### src/common/ars_pkg.sv
// Constants, register map and types for the aux reference and settle block
package ars_pkg;
  // Clock and settle tick timing
  localparam int unsigned CLK_PERIOD_NS = 40;
  localparam int unsigned SETTLE_TICK_NS = 6000;
  localparam int unsigned TICK_CYCLES =
    (SETTLE_TICK_NS + CLK_PERIOD_NS - 1) / CLK_PERIOD_NS;
  localparam logic [7:0] TICK_LAST = 8'(TICK_CYCLES - 1);
  // Register indices; byte address is four times the index
  localparam logic [9:0] IDX_REF = 10'h060;
  localparam logic [9:0] IDX_SETTLE = 10'h061;
  localparam logic [9:0] IDX_CTRL = 10'h070;
  localparam logic [9:0] IDX_STATUS = 10'h071;
  // Field positions
  localparam int unsigned REF_LSB = 0;
  localparam int unsigned SETTLE_LSB = 0;
  localparam int unsigned STATUS_LSB = 0;
  // Values after reset
  localparam logic [5:0] REF_RESET = 6'h00;
  localparam logic [9:0] SETTLE_RESET = 10'h000;
  localparam logic [14:0] CTRL_RESET = 15'h0000;
  // Bus answer codes
  localparam logic [1:0] RESP_OKAY = 2'h0;
  localparam logic [1:0] RESP_DECERR = 2'h3;
  // Bias switch mode codes; upper bit clear means automatic
  localparam logic [1:0] BIAS_FORCE_OFF = 2'h2;
  localparam logic [1:0] BIAS_FORCE_ON = 2'h3;
  // Control register layout, low bit first from aux_en
  typedef struct packed {
    logic [1:0] bias_switch_mode;
    logic two_wire_controller_enable;
    logic [5:0] pin_general_purpose_enable;
    logic [5:0] aux_enable;
  } ars_ctrl_t;
  // Status register layout, low bit first from settling
  typedef struct packed {
    logic [5:0] effective_ref;
    logic bias_on;
    logic hv_refresh;
    logic converting;
    logic settling;
  } ars_status_t;
  // Scan flow states
  typedef enum logic [2:0] {
    ST_IDLE = 3'h1,
    ST_SETTLE = 3'h2,
    ST_CONVERT = 3'h4
  } ars_state_t;
endpackage

### src/core/ars_aux_ref_settle.sv
// Aux reference selection and preconversion settle control
// What this block does
// - One reference bit per aux channel
// - Selection applies only to enabled channels
// - Reference bit also picks threshold set
// - Pin mode enable overrides bit, readback kept
// - Two-wire enable overrides channels zero, one
// - Settle time is field times 6 us
// - Settle interval precedes a scan's conversions unless field is zero
// - Charge pump refresh during idle settling
// - Auto bias drives from acquisition start
// - Bias mode: auto, forced off, forced on
//
// Register access over AXI4-Lite was chosen for this implementation.
`timescale 1ns/1ps
`default_nettype none
module ars_aux_ref_settle
  import ars_pkg::*;
(
  // Clock and reset
  input wire logic ref_clk_i,
  input wire logic reset_i,
  // AXI4-Lite write address and data
  input wire logic [11:0] s_axi_awaddr_i,
  input wire logic s_axi_awvalid_i,
  output logic s_axi_awready_o,
  input wire logic [31:0] s_axi_wdata_i,
  input wire logic [3:0] s_axi_wstrb_i,
  input wire logic s_axi_wvalid_i,
  output logic s_axi_wready_o,
  // AXI4-Lite write response
  output logic [1:0] s_axi_bresp_o,
  output logic s_axi_bvalid_o,
  input wire logic s_axi_bready_i,
  // AXI4-Lite read
  input wire logic [11:0] s_axi_araddr_i,
  input wire logic s_axi_arvalid_i,
  output logic s_axi_arready_o,
  output logic [31:0] s_axi_rdata_o,
  output logic [1:0] s_axi_rresp_o,
  output logic s_axi_rvalid_o,
  input wire logic s_axi_rready_i,
  // Scan sequencer
  input wire logic scan_request_i,
  input wire logic scan_done_i,
  input wire logic meas_active_i,
  output logic convert_go_o,
  output logic settle_busy_o,
  output logic high_voltage_charge_pump_o,
  // Analog controls
  output logic thermistor_bias_output_o,
  output logic [5:0] channel_reference_choice_o,
  output logic [5:0] threshold_set_abs_o
);
  // Software registers
  logic [5:0] ref_sel; // Written reference bits
  logic [5:0] next_ref_sel;
  logic [9:0] settle_interval_count; // Settle field
  logic [9:0] next_settle_interval_count;
  ars_ctrl_t ctrl; // Enables and bias mode
  ars_ctrl_t next_ctrl;
  // Write channel state
  logic aw_held;
  logic next_aw_held;
  logic [9:0] aw_idx; // Held word index
  logic [9:0] next_aw_idx;
  logic w_held;
  logic next_w_held;
  logic [15:0] w_data; // Held low half of data
  logic [15:0] next_w_data;
  logic [1:0] w_strb; // Held low byte lanes
  logic [1:0] next_w_strb;
  logic bvalid;
  logic next_bvalid;
  logic [1:0] bresp;
  logic [1:0] next_bresp;
  // Read channel state
  logic rvalid;
  logic next_rvalid;
  logic [31:0] rdata;
  logic [31:0] next_rdata;
  logic [1:0] rresp;
  logic [1:0] next_rresp;
  // Scan flow
  ars_state_t state;
  ars_state_t next_state;
  logic timer_start;
  logic timer_busy;
  logic timer_done;
  // Flopped analog outputs
  logic bias_on;
  logic next_bias_on;
  logic [5:0] eff_ref;
  logic [5:0] next_eff_ref;
  // Write strobe and status view
  logic do_write;
  logic [15:0] merged;
  ars_status_t status;

  // Merge written bytes over the old value
  function automatic logic [15:0] merge16(input logic [15:0] old,
    input logic [15:0] data, input logic [1:0] strb);
    return {strb[1] ? data[15:8] : old[15:8],
            strb[0] ? data[7:0] : old[7:0]};
  endfunction
  // Channels may only take a new word when free
  assign s_axi_awready_o = !aw_held && !bvalid;
  assign s_axi_wready_o = !w_held && !bvalid;
  assign s_axi_bvalid_o = bvalid;
  assign s_axi_bresp_o = bresp;
  assign s_axi_arready_o = !rvalid;
  assign s_axi_rvalid_o = rvalid;
  assign s_axi_rdata_o = rdata;
  assign s_axi_rresp_o = rresp;
  assign do_write = aw_held && w_held && !bvalid;
  // Old value of the addressed register for byte merging
  always_comb
  begin
    unique case (aw_idx)
      IDX_REF: merged = merge16({10'h000, ref_sel}, w_data, w_strb);
      IDX_SETTLE: merged = merge16({6'h00, settle_interval_count},
                                   w_data, w_strb);
      IDX_CTRL: merged = merge16({1'b0, ctrl}, w_data, w_strb);
      default: merged = 16'h0000;
    endcase
  end
  // Write channel and register updates
  always_comb
  begin
    next_aw_held = aw_held;
    next_aw_idx = aw_idx;
    next_w_held = w_held;
    next_w_data = w_data;
    next_w_strb = w_strb;
    next_bvalid = bvalid;
    next_bresp = bresp;
    next_ref_sel = ref_sel;
    next_settle_interval_count = settle_interval_count;
    next_ctrl = ctrl;
    // Address and data taken in either order
    if (s_axi_awvalid_i && s_axi_awready_o)
    begin
      next_aw_held = 1'b1;
      next_aw_idx = s_axi_awaddr_i[11:2];
    end
    if (s_axi_wvalid_i && s_axi_wready_o)
    begin
      next_w_held = 1'b1;
      next_w_data = s_axi_wdata_i[15:0];
      next_w_strb = s_axi_wstrb_i[1:0];
    end
    // Response retired by the master
    if (bvalid && s_axi_bready_i)
      next_bvalid = 1'b0;
    // Both halves held: perform the write
    if (do_write)
    begin
      next_aw_held = 1'b0;
      next_w_held = 1'b0;
      next_bvalid = 1'b1;
      next_bresp = RESP_OKAY;
      unique case (aw_idx)
        IDX_REF: next_ref_sel = merged[REF_LSB +: 6];
        IDX_SETTLE:
          next_settle_interval_count = merged[SETTLE_LSB +: 10];
        IDX_CTRL: next_ctrl = merged[14:0];
        IDX_STATUS: next_bresp = RESP_OKAY;
        default: next_bresp = RESP_DECERR;
      endcase
    end
  end
  // Read channel; data held until the master takes it
  always_comb
  begin
    next_rvalid = rvalid;
    next_rdata = rdata;
    next_rresp = rresp;
    if (rvalid && s_axi_rready_i)
      next_rvalid = 1'b0;
    if (s_axi_arvalid_i && s_axi_arready_o)
    begin
      next_rvalid = 1'b1;
      next_rresp = RESP_OKAY;
      unique case (s_axi_araddr_i[11:2])
        // Written value, not the effective one
        IDX_REF: next_rdata = {26'h0000000, ref_sel};
        IDX_SETTLE: next_rdata = {22'h000000, settle_interval_count};
        IDX_CTRL: next_rdata = {17'h00000, ctrl};
        IDX_STATUS: next_rdata = {22'h000000, status};
        default:
        begin
          next_rdata = 32'h00000000;
          next_rresp = RESP_DECERR;
        end
      endcase
    end
  end
  // Scan flow: settle, then convert
  always_comb
  begin
    next_state = state;
    timer_start = 1'b0;
    convert_go_o = 1'b0;
    unique case (state)
      ST_IDLE:
        if (scan_request_i)
        begin
          if (settle_interval_count == 10'h000)
          begin
            // No delay wanted
            next_state = ST_CONVERT;
            convert_go_o = 1'b1;
          end
          else
          begin
            // Settle before any conversion
            next_state = ST_SETTLE;
            timer_start = 1'b1;
          end
        end
      ST_SETTLE:
        if (timer_done)
        begin
          next_state = ST_CONVERT;
          convert_go_o = 1'b1;
        end
      ST_CONVERT:
        if (scan_done_i)
          next_state = ST_IDLE;
    endcase
  end
  // Settle interval timer
  ars_settle_timer u_timer (
    .ref_clk_i(ref_clk_i),
    .reset_i(reset_i),
    .start_i(timer_start),
    .count_i(settle_interval_count),
    .busy_o(timer_busy),
    .done_o(timer_done)
  );
  // Settle and refresh indications
  assign settle_busy_o = (state == ST_SETTLE);
  assign high_voltage_charge_pump_o = settle_busy_o && !meas_active_i;
  // Effective reference and bias switch
  always_comb
  begin
    // Only enabled analog channels use the bit
    next_eff_ref = ref_sel & ctrl.aux_enable;
    next_eff_ref = next_eff_ref & ~ctrl.pin_general_purpose_enable;
    if (ctrl.two_wire_controller_enable)
      next_eff_ref[1:0] = 2'h0;
    // Auto mode follows the acquisition
    if (ctrl.bias_switch_mode[1])
      next_bias_on = ctrl.bias_switch_mode[0];
    else
      next_bias_on = (next_state != ST_IDLE);
  end
  // Same bit picks reference and threshold set
  assign channel_reference_choice_o = eff_ref;
  assign threshold_set_abs_o = eff_ref;
  assign thermistor_bias_output_o = bias_on;
  // Status view
  assign status = '{effective_ref: eff_ref, bias_on: bias_on,
                    hv_refresh: high_voltage_charge_pump_o,
                    converting: (state == ST_CONVERT),
                    settling: timer_busy};
  // Register all state
  always_ff @(posedge ref_clk_i)
  begin
    if (reset_i)
    begin
      ref_sel <= REF_RESET;
      settle_interval_count <= SETTLE_RESET;
      ctrl <= CTRL_RESET;
      aw_held <= 1'b0;
      aw_idx <= 10'h000;
      w_held <= 1'b0;
      w_data <= 16'h0000;
      w_strb <= 2'h0;
      bvalid <= 1'b0;
      bresp <= RESP_OKAY;
      rvalid <= 1'b0;
      rdata <= 32'h00000000;
      rresp <= RESP_OKAY;
      state <= ST_IDLE;
      bias_on <= 1'b0;
      eff_ref <= 6'h00;
    end
    else
    begin
      ref_sel <= next_ref_sel;
      settle_interval_count <= next_settle_interval_count;
      ctrl <= next_ctrl;
      aw_held <= next_aw_held;
      aw_idx <= next_aw_idx;
      w_held <= next_w_held;
      w_data <= next_w_data;
      w_strb <= next_w_strb;
      bvalid <= next_bvalid;
      bresp <= next_bresp;
      rvalid <= next_rvalid;
      rdata <= next_rdata;
      rresp <= next_rresp;
      state <= next_state;
      bias_on <= next_bias_on;
      eff_ref <= next_eff_ref;
    end
  end
endmodule
`default_nettype wire

### src/core/ars_settle_timer.sv
// Settle interval timer counted in 6 us ticks
`timescale 1ns/1ps
`default_nettype none
module ars_settle_timer
  import ars_pkg::*;
(
  // Clock and reset
  input wire logic ref_clk_i,
  input wire logic reset_i,
  // Control
  input wire logic start_i,
  input wire logic [9:0] count_i,
  // Status
  output logic busy_o,
  output logic done_o
);
  logic [7:0] prescale; // Cycles within current tick
  logic [7:0] next_prescale;
  logic [9:0] remain; // Whole ticks still to run
  logic [9:0] next_remain;

  // Tick end on the last cycle of the prescaler
  logic tick_end;
  assign tick_end = (prescale == TICK_LAST);
  assign busy_o = (remain != 10'h000);
  assign done_o = busy_o && tick_end && (remain == 10'h001);

  // Next prescaler and tick count
  always_comb
  begin
    next_prescale = prescale;
    next_remain = remain;
    if (start_i)
    begin
      // Load a fresh interval
      next_prescale = 8'h00;
      next_remain = count_i;
    end
    else if (busy_o)
    begin
      // Count cycles, then whole ticks
      if (tick_end)
      begin
        next_prescale = 8'h00;
        next_remain = remain - 10'h001;
      end
      else
      begin
        next_prescale = prescale + 8'h01;
      end
    end
  end

  // Register state
  always_ff @(posedge ref_clk_i)
  begin
    if (reset_i)
    begin
      prescale <= 8'h00;
      remain <= 10'h000;
    end
    else
    begin
      prescale <= next_prescale;
      remain <= next_remain;
    end
  end
endmodule
`default_nettype wire

### config.mk
export PLATFORM = sky130hd
export DESIGN_NAME = ars_aux_ref_settle
export DESIGN_NICKNAME = d
export VERILOG_FILES = /design/src/common/ars_pkg.sv /design/src/core/ars_aux_ref_settle.sv /design/src/core/ars_settle_timer.sv
export SDC_FILE = /design/constraint.sdc
export NUM_CORES = 1
export LEC_CHECK = 0
export BUFFER_PORTS_ARGS = -buffer_cell sky130_fd_sc_hd__buf_4
export CAP_MARGIN = 20
export CORE_MARGIN = 2
export CORE_UTILIZATION = 40
export DETAILED_ROUTE_END_ITERATION = 10
export SETUP_SLACK_MARGIN = 0.4
export SLEW_MARGIN = 15
export SYNTH_ARGS = -nofsm -noshare
export SYNTH_HDL_FRONTEND = slang
export SYNTH_SLANG_ARGS = --single-unit
### constraint.sdc
create_clock -name ref_clk_i -period 2.6 [get_ports ref_clk_i]
set_input_delay 0.39 -clock ref_clk_i [delete_from_list [all_inputs] [get_ports ref_clk_i]]
set_output_delay 0.39 -clock ref_clk_i [all_outputs]
set_load 0.01 [all_outputs]
## Word level (Yosys, flattened, before mapping)

Cells that the tools add are included.

| cells by class | value |
|---|---|
| add/subtract/negate cells | 2 |
| multiply operators | 0 |
| div/mod/pow operators | 0 |
| $lt $le $gt $ge | 0 |
| eq/ne operators | 15 |
| shift operators | 0 |
| muxes and demuxes | 31 |
| bitwise logic cells | 3 |
| reduce and logical (&&, ||, !) cells | 33 |

Operators with widths:

| operator | count |
|---|---|
| 10-bit by 7-bit equality test with 1-bit output (second input constant) | 8 |
| 15-bit case mux with 4 select lines | 1 |
| 8-bit two-way mux | 4 |
| 10-bit two-way mux | 3 |
| 15-bit case mux with 2 select lines | 1 |
| 7-bit two-way mux | 3 |
| 6-bit bitwise AND | 2 |
| 1-bit logical AND | 12 |
| 3-bit two-way mux | 4 |
| 1-bit two-way mux | 11 |
| 10-bit by 1-bit equality test with 1-bit output (second input constant) | 1 |
| 10-bit zero test | 1 |
| 10-bit nonzero test | 1 |
| 10-bit by 1-bit subtractor with 10-bit output (second input constant) | 1 |
| 3-bit case mux with 3 select lines | 1 |
| 8-bit by 1-bit adder with 8-bit output (second input constant) | 1 |
| 8-bit equality test (second input constant) | 1 |
| 2-bit AND reduction | 4 |
| 2-bit nonzero test | 4 |
| 4-bit OR reduction | 2 |
| 6-bit inverter | 1 |
| 2-bit OR reduction | 3 |
| 1-bit zero test | 5 |
| 2-bit two-way mux | 2 |
| other kinds (7) | 7 |

| storage, ports and cells | value |
|---|---|
| bits in registers | 126 |
| latch bits | 0 |
| bits in writable memories | 0 |
| memory bits (read-only) | 0 |
| input bits | 70 |
| word-level logic and storage cells | 107 |
| memories | 0 |

## Depth between registers and ports, before layout

Gate-level depths: netlist (run 1).

| depth | value |
|---|---|
| word-level depth | 7 |
| gate-level depth with buffers | 8 |
| gate-level depth less buffers | 6 |

## Cells and area by module

Synthesis (run 1) repeated with hierarchy kept, for this count alone.

| second synthesis, totals | value |
|---|---|
| cell total of the unflattened synthesis | 577 |
| area, all modules | 5215.0 um^2 |

By module, submodules not included:

| module | times used | cells an instance | area each (um^2) | sequential area each (um^2) |
|---|---|---|---|---|
| ars_aux_ref_settle | 1 | 444 | 4091.4 | 1781.7 |
| ars_settle_timer | 1 | 133 | 1123.6 | 360.3 |

## Least setup slack after synthesis (run 1)

OpenSTA, ideal clock, no wires.

| timing path | value |
|---|---|
| kind | reg-to-output |
| start | register settle_interval_count[6] |
| end | output port convert_go_o |
| arrival | 1558 ps |
| data required time | 2210 ps |
| setup slack | 652 ps |
| stages on the path, launching flop included | 4 |
| buffers on the path | 0 |
| cells stage by stage | dfxtp_1 > or4_1 > or3_1 > o21ai_0 |

| between the ends | value |
|---|---|
| longest elaborated chain between the ends | 4 |

RTL lines:

| item | line | RTL |
|---|---|---|
| from (decl) | ars_aux_ref_settle.sv:58 | `logic [9:0] settle_interval_count;` |
| from (signal assigned) | ars_aux_ref_settle.sv:292 | `settle_interval_count <= next_settle_interval_count;` |
| 10-bit zero test | ars_aux_ref_settle.sv:208 | `if (settle_interval_count == 10'h000)` |
| 1-bit two-way mux | ars_aux_ref_settle.sv:208 |  |
| 1-bit two-way mux | ars_aux_ref_settle.sv:206 | `if (scan_request_i)` |
| 1-bit case mux with 2 select lines | ars_aux_ref_settle.sv:204 | `unique case (state)` |
| to (decl) | ars_aux_ref_settle.sv:47 | `output logic convert_go_o,` |

No other way between the ends.

## Worst setup path after layout (run 1)

| timing path | value |
|---|---|
| start | register settle_interval_count[1] |
| end | output port convert_go_o |

The elaborated chain is that of the path after synthesis.

==> results of run 1 <==
## cell type report
| cell class | instances | share of cell area, % |
|---|---|---|
| multi-input combinational | 435 | 43.8 |
| clock buffer | 9 | 3.59 |
| sequential | 107 | 34.3 |
| clock inverter | 7 | 1.22 |
| inverter | 19 | 1.14 |
| tap | 172 | 3.43 |
| timing repair buffer | 103 | 12.5 |
## stage by stage
stage,util [%],hold WS (ns),std cells
2_1_floorplan,-,0.414,622
3_3_place_gp,46.5,0.444,833
3_5_place_dp,46.5,0.452,833
4_1_cts,49.0,0.280,849
5_1_grt,49.5,0.279,852
6_report,49.5,0.286,852
## state kept, by name, summed over array words and instances, names as in the netlist
signal and count:
ctrl 15, s_axi_rdata_o 15, w_data 15, aw_idx 10, settle_interval_count 10, u_timer.remain 10, u_timer.prescale 8, channel_reference_choice_o 6
ref_sel 6, state 3, w_strb 2, aw_held 1, s_axi_bresp_o 1, s_axi_bvalid_o 1, s_axi_rresp_o 1, s_axi_rvalid_o 1
thermistor_bias_output_o 1, w_held 1
## timing repair
| item | CTS | global route |
|---|---|---|
| endpoints found under the hold margin | 0 | 0 |
| pin swaps | 1 | 2 |
| setup endpoints to repair | 2 | 4 |
| setup buffers | 0 | 3 |
| gates resized for setup | 12 | 5 |
## layout by cell type (no fill, tap or decap), types with 4 or more instances in the layout
cell type / synthesis / final
clkbuf_16: 0 / 9
a22oi_1: 13 / 13
nor4bb_1: 5 / 5
buf_4: 26 / 102
nand2b_1: 5 / 5
mux4_2: 4 / 4
nor3_1: 9 / 9
and2_1: 9 / 8
o32ai_1: 4 / 4
o2bb2ai_1: 4 / 4
ha_1: 4 / 4
a21oi_1: 57 / 57
nand2_1: 73 / 73
nor2b_1: 9 / 9
o21ai_0: 34 / 33
a32oi_1: 5 / 5
nor2_1: 38 / 38
nand3_1: 15 / 15
conb_1: 1 / 17
a211oi_1: 12 / 12
a31oi_1: 10 / 10
nor4_1: 6 / 6
o31ai_1: 8 / 8
nand4_1: 8 / 8
or4_1: 7 / 5
dfxtp_1: 107 / 102
or3_1: 9 / 8
mux2i_1: 16 / 16
inv_1: 19 / 19
dfxtp_2: 0 / 4
a311oi_1: 8 / 8
## critical path, delay by kind of cell, from the launching register on
family          cells  cell delay, ns
compound gates      1            0.14
buf+inv             1            0.13
flops               1            0.35
simple gates        2            0.94
## kinds of logic (layout without fill, tap and decap cells)
group	after synthesis	in the layout	share of synthesized area [%]
other	1	17	0.0720
AND/OR/NAND/NOR	222	222	23.4
multiplexers	23	23	5.46
buffers and inverters	80	138	7.98
flip-flops	107	107	41.2
XOR/XNOR	3	3	0.505
adder cells (fa/ha/maj)	4	4	0.962
AO/OA/AOI/OAI	166	166	20.5
## worst paths after layout
path,from,to,slack [ns],depth (start not counted)
max,settle_interval_count[1],convert_go_o,0.30,4
min,s_axi_awaddr_i[10],aw_idx[8],0.29,3
max reg2reg,u_timer.remain[0],u_timer.remain[6],0.51,6
min reg2reg,s_axi_rdata_o[2],s_axi_rdata_o[2],0.46,2
## power breakdown
| group | switching, uW | internal (uW) |
|---|---|---|
| combinational | 195 | 137 |
| sequential | 46.4 | 1680 |
| clock | 628 | 752 |
## layer usage
| layer | up-vias | global-route usage [%] | wire length (um) |
|---|---|---|---|
| li1 | 2308 | - | - |
| met1 | 2212 | 26.4 | 6410 |
| met2 | 152 | 30.6 | 6170 |
| met3 | 16 | 3.63 | 735 |
| met4 | 0 | 5.65 | 214 |
| met5 | - | 0 | 0 |
==> key figures, run 1 <==
Routing
  • DRC viols: 0
  • Vias: 4688
  • DR vias/cell: ~5.5
  • Routed Antenna Nets: 0
  • Number of iterations in the first detailed-routing pass: 4
  • Drt total wl: between 10 and 15 mm
  • DRT iter0 DRCs: 343
  • Routed len/inst: 15.9 um

Worst setup path
  • Setup CP Type: register to output port
  • Crit path arrival time: 1.91 ns
  • CP peak stage delay: approximately 0.55 ns
  • CP max-delay cell: or4_4
  • Crit start category: register
  • Critical path cell sequence: or4_4 -> or3_4 -> o21ai_2 -> buf_4
  • CP endpoint kind: output port
  • Req. time, crit path: approximately 2.2 ns
  • Crit Path Max Fanout: 5

STA
  • RSZ-0062 raised after global routing: true
  • Crit share post-route: between 80% and 90%
  • Setup_tns: 0 ns
  • Worst slew margin: 43.2%
  • Worst Tran Pin Value: 0.852 ns
  • Final hold vios: 0
  • Max Fclk: 0.436 GHz
  • Final min period: 2.30 ns
  • Setup Skew: 0.00809 ns
  • Final setup vio count: 0
  • Slack of the critical path: a little over 0.3 ns
  • Slew Limit Fails: 0

Finish
  • Post-route cell area: 6270 sq um
  • Layout cell share with drive strength beyond 1: roughly 22%
  • Reg area: 2150 sq um
  • NumNets Final: 749
  • Area growth, synth to finish: 20.4%
  • Antenna cells: 0
  • Area of the multi-input gates: approximately 2700 sq um
  • Fill count: 1234

Global route
  • Initial antenna violation count: 0
  • Vias in the first global route: 4398
  • Total Routing Usage GR: between 10% and 20%
  • Largest net degree at the start of global routing: 80
  • First-pass GRT wire length: 22.0 mm
  • Total gr overflow: 0

Synth
  • Register area share after synthesis: 41.2%
  • Cells after Synth: 606
  • Mean Syn Cell Area: 8.59 sq um
  • Register bit total from synthesis: 107
  • Post-Syn Area: between 5000 and 6000 sq um
  • Syn. warnings: 0
  • Yosys top cell by area: dfxtp_1
  • Count leader, synth: dfxtp_1
  • Yosys top cell area share: 41.2%
  • EDFF count, synth: 0
  • Synth top area cells: dfxtp_1 41%, a21oi_1 5.5%, nand2_1 5.3%
  • Yosys cell types: 59
  • Post-synth top flop: dfxtp_1
  • Most frequent cells after synthesis: 107 x dfxtp_1, 73 x nand2_1, 57 x a21oi_1
  • Async S/R FF share, synth: 0%

Clocking
  • Clock slew at reported path FFs: 0.07 ns
  • Root buffer cell: clkbuf_16
  • Clk sinks: 107
  • H-tree depth: 3
  • CTS buffer count: 9
  • Clock buffer depth: 2
  • TritonCTS clock tree: done
  • Post-CTS Hold Buffers: 0
  • Later-pin clock latency in the skew report: 0.35 ns

Floorplan
  • Die Y: 118 um
  • Core Area: 12700 sq um
  • # IOs: 127
  • Starting density of the core: 41.1%
  • Row cnt: between 40 and 50
  • Die width: 118 um
  • Full die area: around 14000 sq um

Placement
  • Area after DPL: about 5900 sq um
  • GPL Wtd Cong: 0.820
  • Port buffer count: 86
  • Pre-CTS setup slack: roughly 0.37 ns
  • Detailed placement HPWL: 9.80 mm

Outcome
  • Status: completed

Min path
  • Hold Crit Class: input port to register

Pwr
  • LEAKAGE: 0.00236 uW
  • Final Power: 3440 uW
  • PD cells: 548 nW/um^2
  • Worst VDD drop: between 0.0002 and 0.0003 V

Flow run
  • Total of max-cap violations: 0
(Power assumes the default switching activity.)
==> inputs of run 2 (changes only) <==
Settings changed: PLACE_DENSITY set to 0.65.
Clock period 2.6 ns to 2 ns, I/O delays scaled along.
==> run 2 against run 1 <==
The flow now finishes with violations (negative setup slack). Highest routed layer unchanged. Clock power rose by 35%. Core utilization rose by 11 points. Flip-flop and latch count did not move. Final area rose by 22%. Clock skew rose by 0.0049 ns. Critical path type unchanged. Largest power group unchanged. Die area did not move. Register-to-register slack got worse by 0.41 ns. Sequential share of layout area fell by 5.8 points. Via count rose by 10%. Worst hold slack got worse by 0.10 ns. First-iteration DRC count rose by 10%.
==> key figures, run 2 (synthesis results as in run 1) <==
Outcome
  • Status: complete, but fails checks
  • Failing checks: negative setup slack

STA
  • Slew Limit Fails: 0 (unchanged)
  • Max Fclk: roughly 0.46 GHz
  • Slack of the critical path: -0.163 ns (-0.467 ns)
  • Worst slew margin: 47.9% (+4.7 points)
  • RSZ-0062 raised after global routing: true
  • Final min period: 2.16 ns
  • Final setup vio count: 1 (+1)
  • Setup_tns: -0.163 ns (-0.163 ns)
  • Crit share post-route: 108%
  • Setup Skew: 0.0130 ns (+0.00490 ns)
  • WHS: 0.183 ns (-0.103 ns)
  • Final hold vios: 0 (unchanged)
  • Worst Tran Pin Value: 0.781 ns (-0.0711 ns)

Pwr
  • LEAKAGE: 0.00292 uW (+24%)
  • PD cells: 619 nW/um^2 (+13%)
  • Worst VDD drop: 0.000385 V (+38%)

Floorplan
  • Core Area: 12700 sq um (unchanged)
  • # IOs: 127 (unchanged)
  • Row cnt: 41 (unchanged)
  • Die Y: 118 um (unchanged)
  • Full die area: 13900 sq um (unchanged)
  • Die width: 118 um (unchanged)
  • Starting density of the core: 41.1% (unchanged)

Finish
  • Fill count: 1045 (-15%)
  • NumNets Final: 820 (+9.5%)
  • Util after Layout: 60.1% (+11 points)
  • Most frequent cells in the layout: 137 x buf_4, 91 x dfxtp_1, 71 x nand2_1
  • Antenna cells: 0 (unchanged)
  • Layout cell share with drive strength beyond 1: 41.8% (+19 points)
  • Most common cell after layout, fill and taps aside: buf_4
  • Area growth, synth to finish: 46.4%

Clocking
  • TritonCTS clock tree: done
  • Clk sinks: 107 (unchanged)
  • Clock slew at reported path FFs: 0.08 ns (about the same)
  • Later-pin clock latency in the skew report: 0.36 ns (about the same)
  • CTS buffer count: 9 (unchanged)
  • Root buffer cell: clkbuf_16
  • Post-CTS Hold Buffers: 0 (unchanged)
  • Clock buffer depth: 2 (unchanged)
  • H-tree depth: 3 (unchanged)

Routing
  • DRC viols: 0 (unchanged)
  • Number of iterations in the first detailed-routing pass: 5 (+1)
  • Met2 wire length: 7.73 mm (+25%)
  • DRT iter0 DRCs: 379 (+10%)
  • Top Layer Used: met4
  • Routed Antenna Nets: 0 (unchanged)
  • Routed len/inst: 17.4 um (+9.8%)
  • Met3 WL post-DR: 955 um (+30%)
  • DR vias/cell: 5.61 (+1.9%)
  • Vias: 5175 (+10%)
  • Met1 wire length: 7.13 mm (+11%)
  • Drt total wl: 16.1 mm (+19%)

Worst setup path
  • CP peak stage delay: 0.53 ns (-0.02 ns)
  • CP endpoint kind: output port
  • Setup CP Type: register to output port
  • CP top delay family: simple AND/OR/NAND/NOR gates
  • Critical path cell sequence: or4_4 -> or3_4 -> o21ai_4 -> buf_6
  • Req. time, crit path: 1.70 ns (-0.51 ns)
  • Worst Path Buf+Inv: 1 (unchanged)
  • CP max-delay cell: or4_4
  • Crit path arrival time: 1.86 ns (-0.05 ns)
  • Crit start category: register
  • Crit Path Max Fanout: 2 (-3)

Flow run
  • Total of max-cap violations: 0 (unchanged)

Global route
  • Total gr overflow: 0 (unchanged)
  • Initial antenna violation count: 0 (unchanged)
  • Largest net degree at the start of global routing: 45 (-44%)
  • Total Routing Usage GR: 21.7% (+2.4 points)
  • First-pass GRT wire length: 24.5 mm (+11%)
  • Vias in the first global route: 4838 (+10%)

Placement
  • Pre-CTS setup slack: 0.0840 ns (-0.289 ns)
  • Detailed placement HPWL: 10.3 mm (+4.8%)
  • Port buffer count: 86 (unchanged)
  • GPL Wtd Cong: 0.875 (+6.7%)

Min path
  • Hold Crit Class: input port to register
==> run 2: cell count changes in the layout (fill, tap and decap cells not counted), moves of 5 or more <==
cell      before  now
nand3_2        0    5
a211oi_2       0    5
o21ai_2        1   13
nand3_1       15    9
a211oi_1      12    4
a21oi_1       57   47
o21ai_0       33   12
o21ai_4        0    5
dfxtp_2        4   11
buf_6          0   23
dfxtp_1      102   91
buf_4        102  137
a21oi_2        0   10
==> run 2: path summary, 6_finish.rpt <==
check,start,end,slack (ns),cells after the start
max reg2reg,settle_interval_count[3],u_timer.remain[6],0.10,7
min reg2reg,s_axi_rdata_o[2],s_axi_rdata_o[2],0.46,2
min,s_axi_wstrb_i[1],w_strb[1],0.18,3
max,settle_interval_count[3],convert_go_o,-0.16,4
==> run 2: area by class of cell <==
class / instances / area, sq um / area share (%)
Clock inverter: 7 / 81.3 / 1.07
Inverter: 19 / 73.8 / 0.969
Clock buffer: 9 / 225 / 2.96
Timing Repair Buffer: 173 / 1530 / 20.1
Multi-Input combinational cell: 436 / 3320 / 43.5
Tap cell: 172 / 215 / 2.82
Sequential cell: 107 / 2170 / 28.5
==> run 2: routing by layer <==
metal  up-vias  GRT usage, %
met2       182          34.7
met4         0          7.98
met3        23          4.12
met1      2490          29.0
li1       2480             -
met5         -             0
==> run 2: stage by stage <==
step,area (sq um),instances,total power [uW]
2_1_floorplan,5370,622,2590
3_3_place_gp,6150,853,2740
3_5_place_dp,6150,853,2750
4_1_cts,7060,902,4650
5_1_grt,7620,923,4880
6_report,7620,923,4710
==> run 2: report_power, final <==
| group | internal, uW | switching, uW |
|---|---|---|
| logic | 275 | 332 |
| registers | 2180 | 64.2 |
| clock network | 994 | 864 |
| total | 3450 | 1260 |
==> run 2: worst register-to-register path: stages, from the launching register on <==
cell	delay, ns
dfxtp_2	0.32
or4_4	0.53
buf_4	0.17
o31ai_4	0.27
buf_4	0.17
buf_6	0.09
nor2_1	0.04
a311oi_1	0.22
==> run 2: what timing repair did <==
| item | CTS | global route |
|---|---|---|
| resized for setup | 78 | 85 |
| buffers inserted | 28 | 20 |
| pin swaps | 31 | 35 |
| hold endpoints to repair | 0 | 0 |
| gates cloned | 5 | 1 |
| setup endpoints to repair | 55 | 57 |
